**src/design/hrp_params.svh**
```systemverilog
// constants for the hardware response port: offsets, fields, resets, timing
// assumes a 125 MHz apb clock and byte addresses on the apb bus
// Behaviour
// - ports come in 1 to 32 bits; all pins of one port share a direction.
// - open collector: a zero pulls low, a one leaves the pin undriven.
// - port drives pins or samples them, sampling optionally held for a condition.
// - each processor access to a port completes in one cycle.
// - output data passes a 4-word fifo plus transfer register; input samples pass the fifo only.
// - each port has a 16-bit counter timing pin transfers.
// - counter readable anytime; a transfer can wait for a future count.
// - every transfer captures the counter as a timestamp for software.
// - an enabled inter-chip link disconnects the ports on its pins.
// - an enabled narrower port takes shared pins from wider ports.
// - unshared pins of the wider port stay usable.
// - a port always transfers at its nominal width.
// - six clock blocks; block 0 is the 100 MHz reference, others programmable.
// - a clock block can take a 1-bit port clock, optionally divided.
// - ports accept an input ready strobe and make an output ready strobe.
// - after reset every port runs from clock block 0.
// - pin events go straight to the tile event scheduler.
// - all general pins have pull-down on while in reset.
`ifndef HRP_PARAMS_SVH
`define HRP_PARAMS_SVH

`define HRP_ADDR_CTRL   8'h00
`define HRP_ADDR_COND   8'h04
`define HRP_ADDR_TIME   8'h08
`define HRP_ADDR_DATA   8'h0c
`define HRP_ADDR_COUNT  8'h10
`define HRP_ADDR_STAMP  8'h14
`define HRP_ADDR_STATUS 8'h18
`define HRP_ADDR_CLKB   8'h20

`define HRP_CTRL_EN     0
`define HRP_CTRL_OUT    1
`define HRP_CTRL_OC     2
`define HRP_CTRL_CB     3
`define HRP_CTRL_CONDEN 6
`define HRP_CTRL_CONDNE 7
`define HRP_CTRL_RDYIN  8
`define HRP_CTRL_RDYOUT 9
`define HRP_CTRL_BITS   10
`define HRP_CTRL_RESET  10'h000
`define HRP_CLKB_SRC    8
`define HRP_CLKB_RESET  9'h000

`define HRP_NUM_CB      6
`define HRP_CLK_HZ      28'd125000000
`define HRP_REF_HZ      28'd100000000

`endif

```
**src/design/hrp_pkg.sv**
```systemverilog
// types for the hardware response port
// assumes hrp_params.svh holds all numeric constants
package hrp_pkg;
    typedef enum logic [0:0] {HRP_EMPTY, HRP_LOADED} hrp_xfer_type;
endpackage

```
**src/design/hrp_port.sv**
```systemverilog
// hardware response port: apb registers, six clock blocks, 4-word fifo,
// transfer register, port counter, timestamps and pin sharing
// assumes pins, ready strobe and external clock are asynchronous to pclk;
// link_active and narrow_claim come from logic on pclk
`timescale 1ns/1ps
`default_nettype none
`include "hrp_params.svh"

module hrp_fifo #(
    parameter int WIDTH = 32,
    parameter int DEPTH = 4
) (
    input  wire logic             pclk,
    input  wire logic             presetn,
    input  wire logic             in_valid,
    output logic                  in_ready,
    input  wire logic [WIDTH-1:0] in_data,
    output logic                  out_valid,
    input  wire logic             out_ready,
    output logic      [WIDTH-1:0] out_data
);
    localparam int AW = $clog2(DEPTH);
    logic [WIDTH-1:0] mem [DEPTH];
    logic [AW-1:0]    wr_ptr, rd_ptr, next_wr_ptr, next_rd_ptr;
    logic [AW:0]      count, next_count;
    logic             push, pop;

    // depth must be a power of two so the pointers wrap by themselves
    always_comb begin
        in_ready    = (count != DEPTH[AW:0]);
        out_valid   = (count != '0);
        out_data    = mem[rd_ptr];
        push        = in_valid & in_ready;
        pop         = out_valid & out_ready;
        next_wr_ptr = push ? wr_ptr + 1'b1 : wr_ptr;
        next_rd_ptr = pop ? rd_ptr + 1'b1 : rd_ptr;
        next_count  = count + {{AW{1'b0}}, push} - {{AW{1'b0}}, pop};
    end

    always_ff @(posedge pclk or negedge presetn) begin
        if (!presetn) begin
            wr_ptr <= '0;
            rd_ptr <= '0;
            count  <= '0;
        end else begin
            wr_ptr <= next_wr_ptr;
            rd_ptr <= next_rd_ptr;
            count  <= next_count;
        end
    end

    // storage has no reset; empty flag guards every read
    always_ff @(posedge pclk) begin
        if (push) begin
            mem[wr_ptr] <= in_data;
        end
    end
endmodule

module hrp_port #(
    parameter int WIDTH = 32
) (
    input  wire logic             pclk,
    input  wire logic             presetn,
    input  wire logic             psel,
    input  wire logic             penable,
    input  wire logic             pwrite,
    input  wire logic [7:0]       paddr,
    input  wire logic [31:0]      pwdata,
    output logic      [31:0]      prdata,
    output logic                  pready,
    output logic                  pslverr,
    input  wire logic [WIDTH-1:0] pin_in,
    output logic      [WIDTH-1:0] pin_out,
    output logic      [WIDTH-1:0] pin_oe,
    output logic                  pulldown_en,
    input  wire logic             clk_pin_in,
    input  wire logic             input_ready_strobe,
    output logic                  output_ready_strobe,
    input  wire logic             link_active,
    input  wire logic [WIDTH-1:0] narrow_claim,
    output logic                  port_event
);
    localparam int NCB = `HRP_NUM_CB;

    // clock blocks
    logic [27:0] ref_acc, next_ref_acc;
    logic        ref_tick, next_ref_tick;
    logic        ext_s1, ext_s2, ext_s3;
    logic        ext_rise;
    logic [8:0]  cb_cfg [1:NCB-1];
    logic [7:0]  cb_cnt [1:NCB-1];
    logic [7:0]  next_cb_cnt [1:NCB-1];
    logic [NCB-1:0] cb_tick, next_cb_tick;

    // port state
    logic [`HRP_CTRL_BITS-1:0] ctrl, next_ctrl;
    logic [8:0]       next_cb_cfg [1:NCB-1];
    logic [WIDTH-1:0] cond_val, next_cond_val;
    logic [15:0]      time_val, next_time_val;
    logic             timed, next_timed;
    logic [15:0]      count, next_count;
    logic [15:0]      stamp, next_stamp;
    logic [WIDTH-1:0] xfer, next_xfer;
    logic [WIDTH-1:0] out_reg, next_out_reg;
    hrp_pkg::hrp_xfer_type xst, next_xst;
    logic             rdy_out, next_rdy_out;
    logic             evt, next_evt;
    logic             pd, next_pd;
    logic [WIDTH-1:0] pin_s1, pin_s2;
    logic             rdy_s1, rdy_s2;

    // bus and fifo glue
    logic             wr_acc, rd_acc, unmapped;
    logic             tick, dir_out, time_ok, cond_ok, xfer_fire, sample_fire;
    logic             f_in_valid, f_in_ready, f_out_valid, f_out_ready;
    logic [WIDTH-1:0] f_in_data, f_out_data, cedes;
    logic [2:0]       cb_sel;

    always_ff @(posedge pclk or negedge presetn) begin
        if (!presetn) begin
            pin_s1 <= '0;
            pin_s2 <= '0;
            rdy_s1 <= 1'b0;
            rdy_s2 <= 1'b0;
            ext_s1 <= 1'b0;
            ext_s2 <= 1'b0;
            ext_s3 <= 1'b0;
        end else begin
            pin_s1 <= pin_in;
            pin_s2 <= pin_s1;
            rdy_s1 <= input_ready_strobe;
            rdy_s2 <= rdy_s1;
            ext_s1 <= clk_pin_in;
            ext_s2 <= ext_s1;
            ext_s3 <= ext_s2;
        end
    end

    // block 0 paces 100 MHz from 125 MHz by fractional accumulation
    always_comb begin
        ext_rise = ext_s2 & ~ext_s3;
        next_ref_tick = (ref_acc + `HRP_REF_HZ >= `HRP_CLK_HZ);
        next_ref_acc  = next_ref_tick ? ref_acc + `HRP_REF_HZ - `HRP_CLK_HZ : ref_acc + `HRP_REF_HZ;
        next_cb_tick[0] = next_ref_tick;
        for (int n = 1; n < NCB; n++) begin
            next_cb_cnt[n]  = cb_cnt[n];
            next_cb_tick[n] = 1'b0;
            if (cb_cfg[n][`HRP_CLKB_SRC] ? ext_rise : ref_tick) begin
                if (cb_cnt[n] >= cb_cfg[n][7:0]) begin
                    next_cb_cnt[n]  = '0;
                    next_cb_tick[n] = 1'b1;
                end else begin
                    next_cb_cnt[n] = cb_cnt[n] + 8'h01;
                end
            end
        end
    end

    always_ff @(posedge pclk or negedge presetn) begin
        if (!presetn) begin
            ref_acc  <= '0;
            ref_tick <= 1'b0;
            cb_tick  <= '0;
            for (int n = 1; n < NCB; n++) begin
                cb_cnt[n] <= '0;
            end
        end else begin
            ref_acc  <= next_ref_acc;
            ref_tick <= next_ref_tick;
            cb_tick  <= next_cb_tick;
            for (int n = 1; n < NCB; n++) begin
                cb_cnt[n] <= next_cb_cnt[n];
            end
        end
    end

    hrp_fifo #(.WIDTH(WIDTH), .DEPTH(4)) u_fifo (
        .pclk      (pclk),
        .presetn   (presetn),
        .in_valid  (f_in_valid),
        .in_ready  (f_in_ready),
        .in_data   (f_in_data),
        .out_valid (f_out_valid),
        .out_ready (f_out_ready),
        .out_data  (f_out_data)
    );

    always_comb begin
        wr_acc   = psel & penable & pwrite;
        rd_acc   = psel & penable & ~pwrite;
        unmapped = (paddr > `HRP_ADDR_STATUS && paddr < `HRP_ADDR_CLKB)
                 || paddr > `HRP_ADDR_CLKB + 8'h10 || paddr[1:0] != 2'b00;
        dir_out  = ctrl[`HRP_CTRL_OUT];
        cb_sel   = ctrl[`HRP_CTRL_CB +: 3];
        tick     = ctrl[`HRP_CTRL_EN] & (cb_sel < 3'd6) & cb_tick[cb_sel];
        time_ok  = ~timed | (count == time_val);
        cond_ok  = ~ctrl[`HRP_CTRL_CONDEN]
                 | ((pin_s2 == cond_val) ^ ctrl[`HRP_CTRL_CONDNE]);
        xfer_fire   = tick & dir_out & (xst == hrp_pkg::HRP_LOADED) & time_ok;
        // a full fifo stalls sampling rather than losing words
        sample_fire = tick & ~dir_out & time_ok & cond_ok & f_in_ready
                    & (~ctrl[`HRP_CTRL_RDYIN] | rdy_s2);
        f_in_valid  = dir_out ? (wr_acc & paddr == `HRP_ADDR_DATA) : sample_fire;
        f_in_data   = dir_out ? pwdata[WIDTH-1:0] : pin_s2;
        f_out_ready = dir_out ? (xst == hrp_pkg::HRP_EMPTY)
                              : (rd_acc & paddr == `HRP_ADDR_DATA);
        pready  = 1'b1;
        pslverr = psel & penable & (unmapped
                | (paddr == `HRP_ADDR_DATA & pwrite & ~(dir_out & f_in_ready))
                | (paddr == `HRP_ADDR_DATA & ~pwrite & ~(~dir_out & f_out_valid)));
        prdata = '0;
        case (paddr)
            `HRP_ADDR_CTRL:   prdata[`HRP_CTRL_BITS-1:0] = ctrl;
            `HRP_ADDR_COND:   prdata[WIDTH-1:0] = cond_val;
            `HRP_ADDR_TIME:   prdata[15:0] = time_val;
            `HRP_ADDR_DATA:   prdata[WIDTH-1:0] = dir_out ? '0 : f_out_data;
            `HRP_ADDR_COUNT:  prdata[15:0] = count;
            `HRP_ADDR_STAMP:  prdata[15:0] = stamp;
            `HRP_ADDR_STATUS: prdata[3:0] = {timed, xst == hrp_pkg::HRP_LOADED, f_in_ready, f_out_valid};
            default: begin
                for (int n = 1; n < NCB; n++) begin
                    if (paddr == `HRP_ADDR_CLKB + 8'(4 * (n - 1))) begin
                        prdata[8:0] = cb_cfg[n];
                    end
                end
            end
        endcase
    end

    always_comb begin
        next_ctrl     = ctrl;
        next_cond_val = cond_val;
        next_time_val = time_val;
        next_timed    = timed;
        next_xfer     = xfer;
        next_xst      = xst;
        next_out_reg  = out_reg;
        next_stamp    = stamp;
        next_rdy_out  = 1'b0;
        next_evt      = 1'b0;
        next_pd       = 1'b0;
        next_count    = tick ? count + 16'h0001 : count;
        for (int n = 1; n < NCB; n++) begin
            next_cb_cfg[n] = cb_cfg[n];
        end
        if (xfer_fire | sample_fire) begin
            next_timed = 1'b0;
            next_stamp = count;
        end
        if (xfer_fire) begin
            next_out_reg = xfer;
            next_xst     = hrp_pkg::HRP_EMPTY;
            next_rdy_out = ctrl[`HRP_CTRL_RDYOUT];
        end
        if (sample_fire) begin
            next_evt = 1'b1;
        end
        if (f_out_valid & f_out_ready & dir_out) begin
            next_xfer = f_out_data;
            next_xst  = hrp_pkg::HRP_LOADED;
        end
        if (wr_acc) begin
            case (paddr)
                `HRP_ADDR_CTRL: next_ctrl = pwdata[`HRP_CTRL_BITS-1:0];
                `HRP_ADDR_COND: next_cond_val = pwdata[WIDTH-1:0];
                `HRP_ADDR_TIME: begin
                    next_time_val = pwdata[15:0];
                    next_timed    = 1'b1; // arming wins over a same-cycle transfer
                end
                default: begin
                    for (int n = 1; n < NCB; n++) begin
                        if (paddr == `HRP_ADDR_CLKB + 8'(4 * (n - 1))) begin
                            next_cb_cfg[n] = pwdata[8:0];
                        end
                    end
                end
            endcase
        end
    end

    always_ff @(posedge pclk or negedge presetn) begin
        if (!presetn) begin
            ctrl     <= `HRP_CTRL_RESET;
            cond_val <= '0;
            time_val <= '0;
            timed    <= 1'b0;
            count    <= '0;
            stamp    <= '0;
            xfer     <= '0;
            xst      <= hrp_pkg::HRP_EMPTY;
            out_reg  <= '0;
            rdy_out  <= 1'b0;
            evt      <= 1'b0;
            pd       <= 1'b1;
            for (int n = 1; n < NCB; n++) begin
                cb_cfg[n] <= `HRP_CLKB_RESET;
            end
        end else begin
            ctrl     <= next_ctrl;
            cond_val <= next_cond_val;
            time_val <= next_time_val;
            timed    <= next_timed;
            count    <= next_count;
            stamp    <= next_stamp;
            xfer     <= next_xfer;
            xst      <= next_xst;
            out_reg  <= next_out_reg;
            rdy_out  <= next_rdy_out;
            evt      <= next_evt;
            pd       <= next_pd;
            for (int n = 1; n < NCB; n++) begin
                cb_cfg[n] <= next_cb_cfg[n];
            end
        end
    end

    // pins claimed by a narrower port are released bit by bit; an active link releases every pin
    always_comb begin
        cedes = narrow_claim | {WIDTH{link_active}};
        for (int b = 0; b < WIDTH; b++) begin
            pin_oe[b] = ctrl[`HRP_CTRL_EN] & dir_out & ~cedes[b]
                      & ~(ctrl[`HRP_CTRL_OC] & out_reg[b]);
            pin_out[b] = ~ctrl[`HRP_CTRL_OC] & out_reg[b];
        end
        output_ready_strobe = rdy_out;
        port_event  = evt;
        pulldown_en = pd;
    end
endmodule

`default_nettype wire

```
**config.mk**
```make
export PLATFORM = sky130hd
export DESIGN_NAME = hrp_port
export DESIGN_NICKNAME = d
export VERILOG_FILES = /design/src/design/hrp_pkg.sv /design/src/design/hrp_port.sv
export VERILOG_INCLUDE_DIRS = /design/src /design/src/design
export SDC_FILE = /design/constraint.sdc
export NUM_CORES = 1
export LEC_CHECK = 0
export BUFFER_PORTS_ARGS = -buffer_cell sky130_fd_sc_hd__clkbuf_2
export CAP_MARGIN = 5
export CORE_AREA = 2 2 195 388
export DETAILED_ROUTE_END_ITERATION = 10
export DIE_AREA = 0 0 197 390
export GPL_ROUTABILITY_DRIVEN = 1
export SLEW_MARGIN = 40
export SYNTH_ARGS = -nofsm -noshare
export SYNTH_HDL_FRONTEND = slang
export SYNTH_SLANG_ARGS = --single-unit
export TNS_END_PERCENT = 1
```
**constraint.sdc**
```tcl
create_clock -name pclk -period 4.32 [get_ports pclk]
set_input_delay 0.648 -clock pclk [delete_from_list [all_inputs] [get_ports pclk]]
set_output_delay 0.648 -clock pclk [all_outputs]
set_load 0.01 [all_outputs]
```
==> results of run 1 <==
cell type report:
cell class,instances,share of cell area
clock inverters,30,0.0143
inverters,60,0.00868
repair buffers,246,0.0565
flip-flops and latches,476,0.484
well taps,929,0.0448
multi-input cells,1041,0.344
clock buffers,56,0.0478
logic make-up (layout without fill, tap and decap cells):
logic type,count (synthesis),count (layout)
xor gates and xnor gates,108,108
AOI/OAI and AO/OA,276,276
buffers and inverters,131,392
muxes,269,269
other,2,2
and+or+nand+nor,328,328
DFF,476,476
adders and majority gates,58,58
report_power, final:
part	leakage [µW]	internal (µW)	switching [µW]
combinational	0.00508	353	452
clock	0.000788	2440	1870
sequential	0.00574	4760	142
total	0.0116	7550	2470
worst paths after layout:
path,start,end,slack (ps)
worst max-delay path,ref_acc[13],ref_acc[12],560
worst min-delay path,pin_in[19],pin_s1[19],150
worst max register to register,ref_acc[13],ref_acc[12],560
worst min register to register,pin_s1[27],pin_s2[27],340
max in group asynchronous,presetn,u_fifo.rd_ptr[0],2640
min in group asynchronous,presetn,pin_s1[16],530
per-stage QoR:
step	total power, µW	utilization
3_5_place_dp	5800	0.330
6_report	10000	0.352
4_1_cts	10200	0.352
3_3_place_gp	5780	0.329
5_1_grt	10400	0.352
2_1_floorplan	5390	-
worst max-delay path: cells and delay by family, from the launching register on:
| kind | cells | cell delay [ps] |
|---|---|---|
| AO/OA/AOI/OAI | 5 | 1450 |
| AND/OR/NAND/NOR | 2 | 980 |
| flip-flops | 1 | 510 |
| buffers and inverters | 1 | 280 |
| XOR/XNOR | 2 | 460 |
metal layers:
metal / up-vias / share of wire
met3: 110 / 0.041
met4: 0 / 0.046
met1: 7346 / 0.39
met5: - / 0
li1: 6526 / -
met2: 458 / 0.52
synth_stat cells, types with 12 or more instances:
library cell  count
xor2_1           67
nand2_1          69
mux2_2          229
nor4_1           17
ha_1             56
o21ai_0          40
a21oi_1          38
a22oi_1          26
edfxtp_1        128
a211oi_1         34
nand3_1          29
inv_1            59
xnor2_1          40
nor2_1           54
a22o_1           56
dfrtp_1         347
a21o_1           23
and2_1           13
a221oi_1         12
and3_1           28
mux4_2           33
nor2b_1          64
clkbuf_1         59
==> impl_results.md, run 1 <==
* Initial antenna violation count at 0
* Number of synthesized flops with an enable pin at about 130
* CTS Hold Bufs at 1
* FFs w/ async S/R, synth at 0.731
* Max rail drop VDD at 0.256 mV
* Yosys warning total at 0
* Syn_area_per_cell at about 13 µm²
* Mapped Cells at 1648
* Synth Area in Simple Gates at 0.0792
* Starting Density at 0.297
* Total area of sequential cells at 12600 µm²
* Final HPWL DP at 46.7 mm
* Biggest register: u_fifo.mem
* CTS Sinks at between 400 and 500
* Layout Nets at slightly above 2000
* Top cells by area, synth: dfrtp_1, edfxtp_1, mux2_2
* Slowest CP cell: or4_1
* Pre-CTS setup slack at a little under 600 ps
* Power Dens Cells at 386 nW/µm²
* Final cell count without fillers at 2838
* # resized after CTS at 0
* CP startpoint kind: register
* Die X at around 200 µm
* Multi-input gate area at 8910 µm²
* Largest family of logic cells by synthesized area: multiplexers
* Vias per cell at about 5.1
* CP peak stage delay at approximately 700 ps
* Final TNS setup at 0 ps
* Primary FF master, synth: dfrtp_1
* Adder-cell area share of the yosys netlist at 0.0333
* Clock transition at the registers of the reported paths at around 70 ps
* Largest net degree at the start of global routing at 70
* GR Util met3 at 0.0209
* Post-layout minimum cycle time at 3760 ps
* Skew-Pair Late Insertion Delay at just over 600 ps
* Post-Synth XOR/XNOR Area at 0.0438
* GR met1 Demand/Resource at 0.187
* Skew final at 18.5 ps
* Post-DRT Antenna Nets at 0
* Worst-path maximum fanout at 13
* Cell taking the most area after synthesis: dfrtp_1
* Syn Std Cell Area at between 20000 and 25000 µm²
* Ant. Diodes at 0
* CTS tree: built
* Post-synth cell types at 68
* # H-tree levels at 2
* Status: finished clean
* Commonest non-fill, non-tap cell in the layout: dfrtp_1
* Critical path's most frequent cell: o211ai_1
* Worst-Margin Slew at 802 ps
* Worst Setup Path Type: reg2reg
* Die Footprint at a little under 80000 µm²
* Initial DRC Count at approximately 690
* Row Count at 141
* Slew Limit Fails at 0
* CTS buffer count at 46
* Vias in the first global route at around 15000
* Synth Area in Compound Gates at 0.0924
* WHS Path Cells at 1
* Critical path arrival at 4270 ps
* Post-synthesis net count at 1817
* Leakage at approximately 0.012 µW
* IO Count at 213
* Setup crit end kind: register
* GRT Overall Usage at 0.164
* Min Hold Slack at 149 ps
* Max-Cap Viols at 0
* Endpoints failing setup at 0
* Synth top area share at 0.396
* Sequential area share after synthesis at 0.573
* Routed WL at 63.2 mm
* Die Span Y at slightly below 400 µm
* Final Hold Viols at 0
* Overflow after GRT at 0
* Reg2reg path depth at 10
* Root buf cell: clkbuf_16
* Final Cell Area at 25900 µm²
* Hold crit path type: in2reg
* Fmax at roughly 270 MHz
* Critical path required time at slightly below 5000 ps
* Longest Clk Path Bufs at 3
* CP Cell Sequence: or4_1, a221o_1, a2111oi_4, xnor2_1, o211ai_1, o211ai_1, and2_4, clkinv_1, o211ai_1, xnor2_1
* First-pass GRT wire length at 94.5 mm
* I/O Buffers at 211
* Area growth syn-to-layout at 18.3%
* Number of fill cells at a little over 7000
* RSZ-0062 raised after global routing: false
* Placed inst area at 24300 µm²
* Top Registers: u_fifo.mem x128, cb_cfg x45, cb_cnt x40
* Core Box Area at ~74000 µm²
* RePlAce Congestion at 0.933
* Synth Register Bits at 476
* Share of layout cells above drive strength 1 at 0.318
* Multiplexer share of the synthesized area at 0.155
* Pre-Repair DR Iteration Count at 5
* Vias at 14440
* Wire length per cell at 22.3 µm
* Tcrit/Tclk final at 0.870
* Cells after DPL at 2751
* Setup ws final at 561 ps
* Post-CTS setup buffers at 0
* Met2 usage at 0.303
* Flip-flop count of the largest register after layout at 128
* Most frequent cells in the layout: dfrtp_1, mux2_2, clkbuf_2, edfxtp_1, nand2_1
* # DRC at 0
* Most used routing layer: met2
* Slew HR at 0.464
Power figures use the tool's default switching activity.
==> run 2, diff against run 1 <==
--- a/config.mk
+++ b/config.mk
@@ -9,6 +9,7 @@
 export BUFFER_PORTS_ARGS = -buffer_cell sky130_fd_sc_hd__clkbuf_2
 export CAP_MARGIN = 5
 export CORE_AREA = 2 2 195 388
+export CTS_BUF_LIST = sky130_fd_sc_hd__clkbuf_2 sky130_fd_sc_hd__clkbuf_4 sky130_fd_sc_hd__clkbuf_8
 export DETAILED_ROUTE_END_ITERATION = 10
 export DIE_AREA = 0 0 197 390
 export GPL_ROUTABILITY_DRIVEN = 1
==> run 2 against run 1 <==
  * Clock power down 8.8%
  * Maximum frequency about the same
  * Cell area decreased by 0.34%
  * Register-to-register slack about the same
  * Largest power group unchanged
==> impl_results.md, run 2 (synthesis gave the netlist of run 1 again) <==
* Status: finished clean (unchanged)
* Initial antenna violation count at 2 (was 0)
* Reg2reg path depth at 10 (unchanged)
* GRT Overall Usage at 0.166 (was 0.164)
* # resized after CTS at 0 (unchanged)
* Final Hold Viols at 0 (unchanged)
* Pre-Repair DR Iteration Count at 5 (unchanged)
* Slew HR at 0.467 (was 0.464)
* IO Count at 213 (unchanged)
* Share of layout cells above drive strength 1 at 0.333 (was 0.318)
* Pre-CTS setup slack at 593 ps (unchanged)
* Die X at 197 µm (unchanged)
* Biggest register: u_fifo.mem (unchanged)
* Worst r2r src: ref_acc[13] (unchanged)
* Most frequent cells in the layout: dfrtp_1, mux2_2, clkbuf_2, edfxtp_1, clkbuf_8 (was dfrtp_1, mux2_2, clkbuf_2, edfxtp_1, nand2_1)
* WHS Path Cells at 1 (unchanged)
* Top sig layer: met4 (unchanged)
* Layout Nets at 2067 (was 2040)
* Initial DRC Count at 716 (was 694)
* # H-tree levels at 3 (was 2)
* Worst Setup Path Type: reg2reg (unchanged)
* Met1 WL at 24.5 mm (was 24.6 mm)
* Slew Limit Fails at 0 (unchanged)
* Critical path required time at 4900 ps (was 4830 ps)
* Worst-Margin Slew at 797 ps (was 802 ps)
* Post-layout minimum cycle time at 3760 ps (about the same)
* Routed WL at 63.7 mm (was 63.2 mm)
* Area growth syn-to-layout at 17.9% (was 18.3%)
* Final TNS setup at 0 ps (unchanged)
* Flop2flop setup slack at 560 ps (about the same)
* Vias in the first global route at 15541 (was 15183)
* Critical path arrival at 4330 ps (was 4270 ps)
* # DRC at 0 (unchanged)
* Endpoints failing setup at 0 (unchanged)
* Met2 wire length at 33.4 mm (was 33.1 mm)
* Largest net degree at the start of global routing at 70 (unchanged)
* Cells after DPL at 2751 (unchanged)
* CTS Sinks at 476 (unchanged)
* RSZ-0062 raised after global routing: false (unchanged)
* Post-Route Utilization at 0.351 (was 0.352)
* Flip-flop count of the largest register after layout at 128 (unchanged)
* Post-DRT Antenna Nets at 0 (unchanged)
* Die Footprint at 76800 µm² (unchanged)
* Worst-path maximum fanout at 13 (unchanged)
* Max-Cap Viols at 0 (unchanged)
* First-pass GRT wire length at 95.1 mm (was 94.5 mm)
* CP Cell Sequence: or4_1, a221o_1, a2111oi_4, xnor2_1, o211ai_1, o211ai_1, and2_4, clkinv_1, o211ai_1, xnor2_1 (unchanged)
* Power Dens Cells at 373 nW/µm² (was 386 nW/µm²)
* Row Count at 141 (unchanged)
* Skew-Pair Late Insertion Delay at 690 ps (was 610 ps)
* Critical path's most frequent cell: o211ai_1 (unchanged)
* Final HPWL DP at 46.7 mm (unchanged)
* Die Span Y at 390 µm (unchanged)
* RePlAce Congestion at 0.933 (unchanged)
* CP peak stage delay at 680 ps (was 690 ps)
* R2r endpoint: ref_acc[12] (unchanged)
* CP startpoint kind: register (unchanged)
* Vias at 14627 (was 14440)
* Longest Clk Path Bufs at 3 (unchanged)
* Min Hold Slack at 69.5 ps (was 149 ps)
* Clock transition at the registers of the reported paths at 70 ps (about the same)
* Worst Hold End: ext_s1 (was pin_s1[19])
* Tcrit/Tclk final at 0.870 (about the same)
* Worst Hold Launch: clk_pin_in (was pin_in[19])
* Overflow after GRT at 0 (unchanged)
* Commonest non-fill, non-tap cell in the layout: dfrtp_1 (unchanged)
* Met3 WL at 2.66 mm (was 2.56 mm)
* Hold crit path type: in2reg (unchanged)
* I/O Buffers at 211 (unchanged)
* CTS tree: built (unchanged)
* Slowest CP cell: or4_1 (unchanged)
* Setup ws final at 562 ps (was 561 ps)
* Core Box Area at 73700 µm² (unchanged)
* CTS buffer count at 73 (was 46)
* Skew final at 52.8 ps (was 18.5 ps)
* Fmax at 266 MHz (about the same)
* Wire length per cell at 22.1 µm (was 22.3 µm)
* Root buf cell: clkbuf_8 (was clkbuf_16)
* Leakage at 0.0116 µW (about the same)
* Final cell count without fillers at 2887 (was 2838)
* Setup crit end kind: register (unchanged)
* Top Registers: u_fifo.mem x128, cb_cfg x45, cb_cnt x40 (unchanged)
* Vias per cell at 5.07 (was 5.09)
* Starting Density at 0.297 (unchanged)
* Max rail drop VDD at 0.185 mV (was 0.256 mV)
-- run 2: cell count changes in the layout (fill, tap and decap cells not counted), sizes merged --
cell	delta
diode	+2
clkbuf	+49
bufinv	-4
inv	-3
clkinvlp	-2
clkinv	+7
-- run 2: worst max-delay path by stage --
stage / start / end / slack [ps] / cells after the start
2_1_floorplan: paddr[5] / u_fifo.mem[0][0] / 650 / 5
3_3_place_gp: ref_acc[13] / ref_acc[23] / 690 / 10
3_5_place_dp: ref_acc[13] / ref_acc[12] / 590 / 10
4_1_cts: u_fifo.rd_ptr[0] / prdata[0] / 450 / 5
5_1_grt: ref_acc[13] / ref_acc[23] / 310 / 10
6_report: ref_acc[13] / ref_acc[12] / 560 / 10
-- run 2: cell type report --
type / count / area [µm²]
Antenna cell: 2 / 5.00
Clock inverter: 28 / 203
Inverter: 60 / 225
Clock buffer: 105 / 1310
Multi-Input combinational cell: 1041 / 8910
Timing Repair Buffer: 246 / 1470
Tap cell: 929 / 1160
Sequential cell: 476 / 12600
Fill cell: 7241 / 47900
-- run 2: critical path, delay by kind of cell (launching register included) --
family / cells / cell delay (ps)
DFF: 1 / 510
xor gates and xnor gates: 2 / 460
and+or+nand+nor: 2 / 970
buffers and inverters: 1 / 290
AOI/OAI and AO/OA: 5 / 1450
-- run 2: what timing repair did --
| action | 4_1_cts | 5_1_grt |
|---|---|---|
| endpoints found under the setup margin | 0 | 0 |
| hold endpoints to repair | 30 | 0 |
| hold buffers | 1 | 0 |
| buffers inserted | 0 | 0 |
-- run 2: per-stage QoR --
stage	total power, µW	instance area (µm²)
floorplan	5390	21900
global placement	5780	24200
detailed placement	5800	24300
CTS	9820	25800
global route	10000	25800
finish	9650	25800
-- run 2: report_power, final --
group | total [µW] | internal [µW] | switching (µW)
combinational | 804 | 353 | 451
sequential | 4900 | 4760 | 143
clock | 3940 | 2090 | 1850
-- run 2: per-layer routing --
layer,up-vias,global-route usage
met4,0,0.0887
li1,6587,-
met5,-,0
met1,7432,0.184
met3,121,0.0257
met2,487,0.302
==> run 3, diff against run 2 <==
--- a/config.mk
+++ b/config.mk
@@ -8,10 +8,10 @@
 export LEC_CHECK = 0
 export BUFFER_PORTS_ARGS = -buffer_cell sky130_fd_sc_hd__clkbuf_2
 export CAP_MARGIN = 5
-export CORE_AREA = 2 2 195 388
+export CORE_AREA = 4 4 197 390
 export CTS_BUF_LIST = sky130_fd_sc_hd__clkbuf_2 sky130_fd_sc_hd__clkbuf_4 sky130_fd_sc_hd__clkbuf_8
 export DETAILED_ROUTE_END_ITERATION = 10
-export DIE_AREA = 0 0 197 390
+export DIE_AREA = 0 0 201 394
 export GPL_ROUTABILITY_DRIVEN = 1
 export SLEW_MARGIN = 40
 export SYNTH_ARGS = -nofsm -noshare
==> run 3 against run 2 <==
  * Final cell count rose by 0.48%
  * Setup slack got worse by 64 ps
  * Via count rose by 1.2%
  * Global-route usage fell by 0.45 points
  * Flip-flop and latch count did not move
  * Cell area rose by 0.92%
  * Maximum frequency fell by 1.7%
  * First-iteration DRC count rose by 26%
  * Clock power rose by 5%
  * Critical endpoint unchanged
  * Highest routed layer unchanged
==> impl_results.md, run 3 (synthesis gave the netlist of run 1 again) <==
* Flip-flop count of the largest register after layout at 128 (unchanged)
* Pre-CTS setup slack at 559 ps (was 593 ps)
* Fmax at 262 MHz (was 266 MHz)
* Row Count at 141 (unchanged)
* Min Hold Slack at 93.4 ps (was 69.5 ps)
* Initial DRC Count at 899 (was 716)
* Longest Clk Path Bufs at 3 (unchanged)
* Final TNS setup at 0 ps (unchanged)
* First-pass GRT wire length at 98.1 mm (was 95.1 mm)
* Die Span Y at 394 µm (was 390 µm)
* Biggest register: u_fifo.mem (unchanged)
* Number of fill cells at 7119 (was 7241)
* Die X at 201 µm (was 197 µm)
* Status: finished clean (unchanged)
* Layout Nets at 2083 (was 2067)
* Final HPWL DP at 47.5 mm (was 46.7 mm)
* IO Count at 213 (unchanged)
* Overflow after GRT at 0 (unchanged)
* Skew final at 34.3 ps (was 52.8 ps)
* Critical path required time at 4910 ps (was 4900 ps)
* Vias per cell at 5.10 (was 5.07)
* # DRC at 0 (unchanged)
* Die Footprint at 79200 µm² (was 76800 µm²)
* Slew Limit Fails at 0 (unchanged)
* Routed WL at 64.8 mm (was 63.7 mm)
* Max rail drop VDD at 0.212 mV (was 0.185 mV)
* Pre-Repair DR Iteration Count at 5 (unchanged)
* Share of layout cells above drive strength 1 at 0.335 (was 0.333)
* Vias in the first global route at 15789 (was 15541)
* # H-tree levels at 3 (unchanged)
* Multi-input gate area at 8910 µm² (about the same)
* Hold crit path type: in2reg (unchanged)
* Final Hold Viols at 0 (unchanged)
* Post-DRT Antenna Nets at 0 (unchanged)
* Setup crit end kind: register (unchanged)
* Total area of sequential cells at 12600 µm² (unchanged)
* Power Dens Cells at 378 nW/µm² (was 373 nW/µm²)
* RSZ-0062 raised after global routing: false (unchanged)
* Initial antenna violation count at 2 (unchanged)
* Commonest non-fill, non-tap cell in the layout: dfrtp_1 (unchanged)
* Top Registers: u_fifo.mem x128, cb_cfg x45, cb_cnt x40 (unchanged)
* Post-Route Utilization at 0.353 (was 0.351)
* Max-Cap Viols at 0 (unchanged)
* I/O Buffers at 211 (unchanged)
* Critical path's most frequent cell: o211ai_1 (unchanged)
* Clock transition at the registers of the reported paths at 70 ps (about the same)
* Wire length per cell at 22.3 µm (was 22.1 µm)
* Final cell count without fillers at 2901 (was 2887)
* Worst Setup Path Type: reg2reg (unchanged)
* Post-layout minimum cycle time at 3820 ps (was 3760 ps)
* CTS tree: built (unchanged)
* Cells after DPL at 2747 (was 2751)
* CP peak stage delay at 700 ps (was 680 ps)
* Root buf cell: clkbuf_8 (unchanged)
* Core Box Area at 73900 µm² (was 73700 µm²)
* Vias at 14800 (was 14627)
* RePlAce Congestion at 0.947 (was 0.933)
* Setup ws final at 497 ps (was 562 ps)
* Skew-Pair Late Insertion Delay at 680 ps (was 690 ps)
* Slew HR at 0.418 (was 0.467)
* CTS buffer count at 75 (was 73)
* Slowest CP cell: or4_1 (unchanged)
* Worst-path maximum fanout at 13 (unchanged)
* Leakage at 0.0117 µW (was 0.0116 µW)
* Starting Density at 0.297 (about the same)
* Critical path arrival at 4420 ps (was 4330 ps)
* CTS Sinks at 476 (unchanged)
* CP Cell Sequence: or4_1, a221o_1, a2111oi_4, xnor2_1, o211ai_1, o211ai_1, and2_4, clkinv_1, o211ai_1, xnor2_1 (unchanged)
* Endpoints failing setup at 0 (unchanged)
* Largest net degree at the start of global routing at 87 (was 70)
* Most frequent cells in the layout: dfrtp_1, mux2_2, clkbuf_2, edfxtp_1, clkbuf_8 (unchanged)
* Worst-Margin Slew at 870 ps (was 797 ps)
* GRT Overall Usage at 0.161 (was 0.166)
* CP startpoint kind: register (unchanged)
* Area growth syn-to-layout at 19.0% (was 17.9%)
* Tcrit/Tclk final at 0.885 (was 0.870)
## run 3: layout make-up
cell class,instances,area share
well taps,929,0.0446
multi-input cells,1041,0.342
flip-flops and latches,476,0.481
diodes,2,0.000192
repair buffers,260,0.0621
inverters,60,0.00863
clock inverters,13,0.00600
clock buffers,120,0.0554
## run 3: metal layers
metal | GRT usage | wire length (µm)
met1 | 0.181 | 24300
met2 | 0.294 | 34200
met3 | 0.0333 | 3600
met4 | 0.0700 | 2670
met5 | 0 | 0
## run 3: final timing paths
check                                 start           to  slack (ps)  depth (start not counted)
worst max-delay path            ref_acc[13]  ref_acc[12]         500                         10
worst min-delay path             clk_pin_in       ext_s1          90                          1
worst max register to register  ref_acc[13]  ref_acc[12]         500                         10
worst min register to register    pin_s1[0]    pin_s2[0]         340                          0
max in group asynchronous           presetn  pulldown_en        2790                          4
min in group asynchronous           presetn   out_reg[4]         420                          2
## run 3: per-stage QoR
step | total power [µW] | area, µm²
global placement | 5800 | 24200
CTS | 10000 | 26000
floorplan | 5390 | 21900
global route | 10300 | 26100
detailed placement | 5820 | 24300
finish | 9860 | 26100
## run 3: worst max-delay path, delay by kind of cell, from the launching register on
kind                      cells  cell delay (ps)
AOI/OAI and AO/OA             5             1500
xor gates and xnor gates      2              450
buffers and inverters         1              280
DFF                           1              520
and+or+nand+nor               2              990
## run 3: what timing repair did
item / CTS / global route
buffers inserted: 0 / 0
hold buffers: 18 / 0
hold endpoints to repair: 70 / 0
gates resized for setup: 0 / 0
## run 3: power breakdown
group	switching (µW)	total, µW	internal (µW)
clock network	1830	4130	2300
logic	455	824	370
registers	151	4910	4760
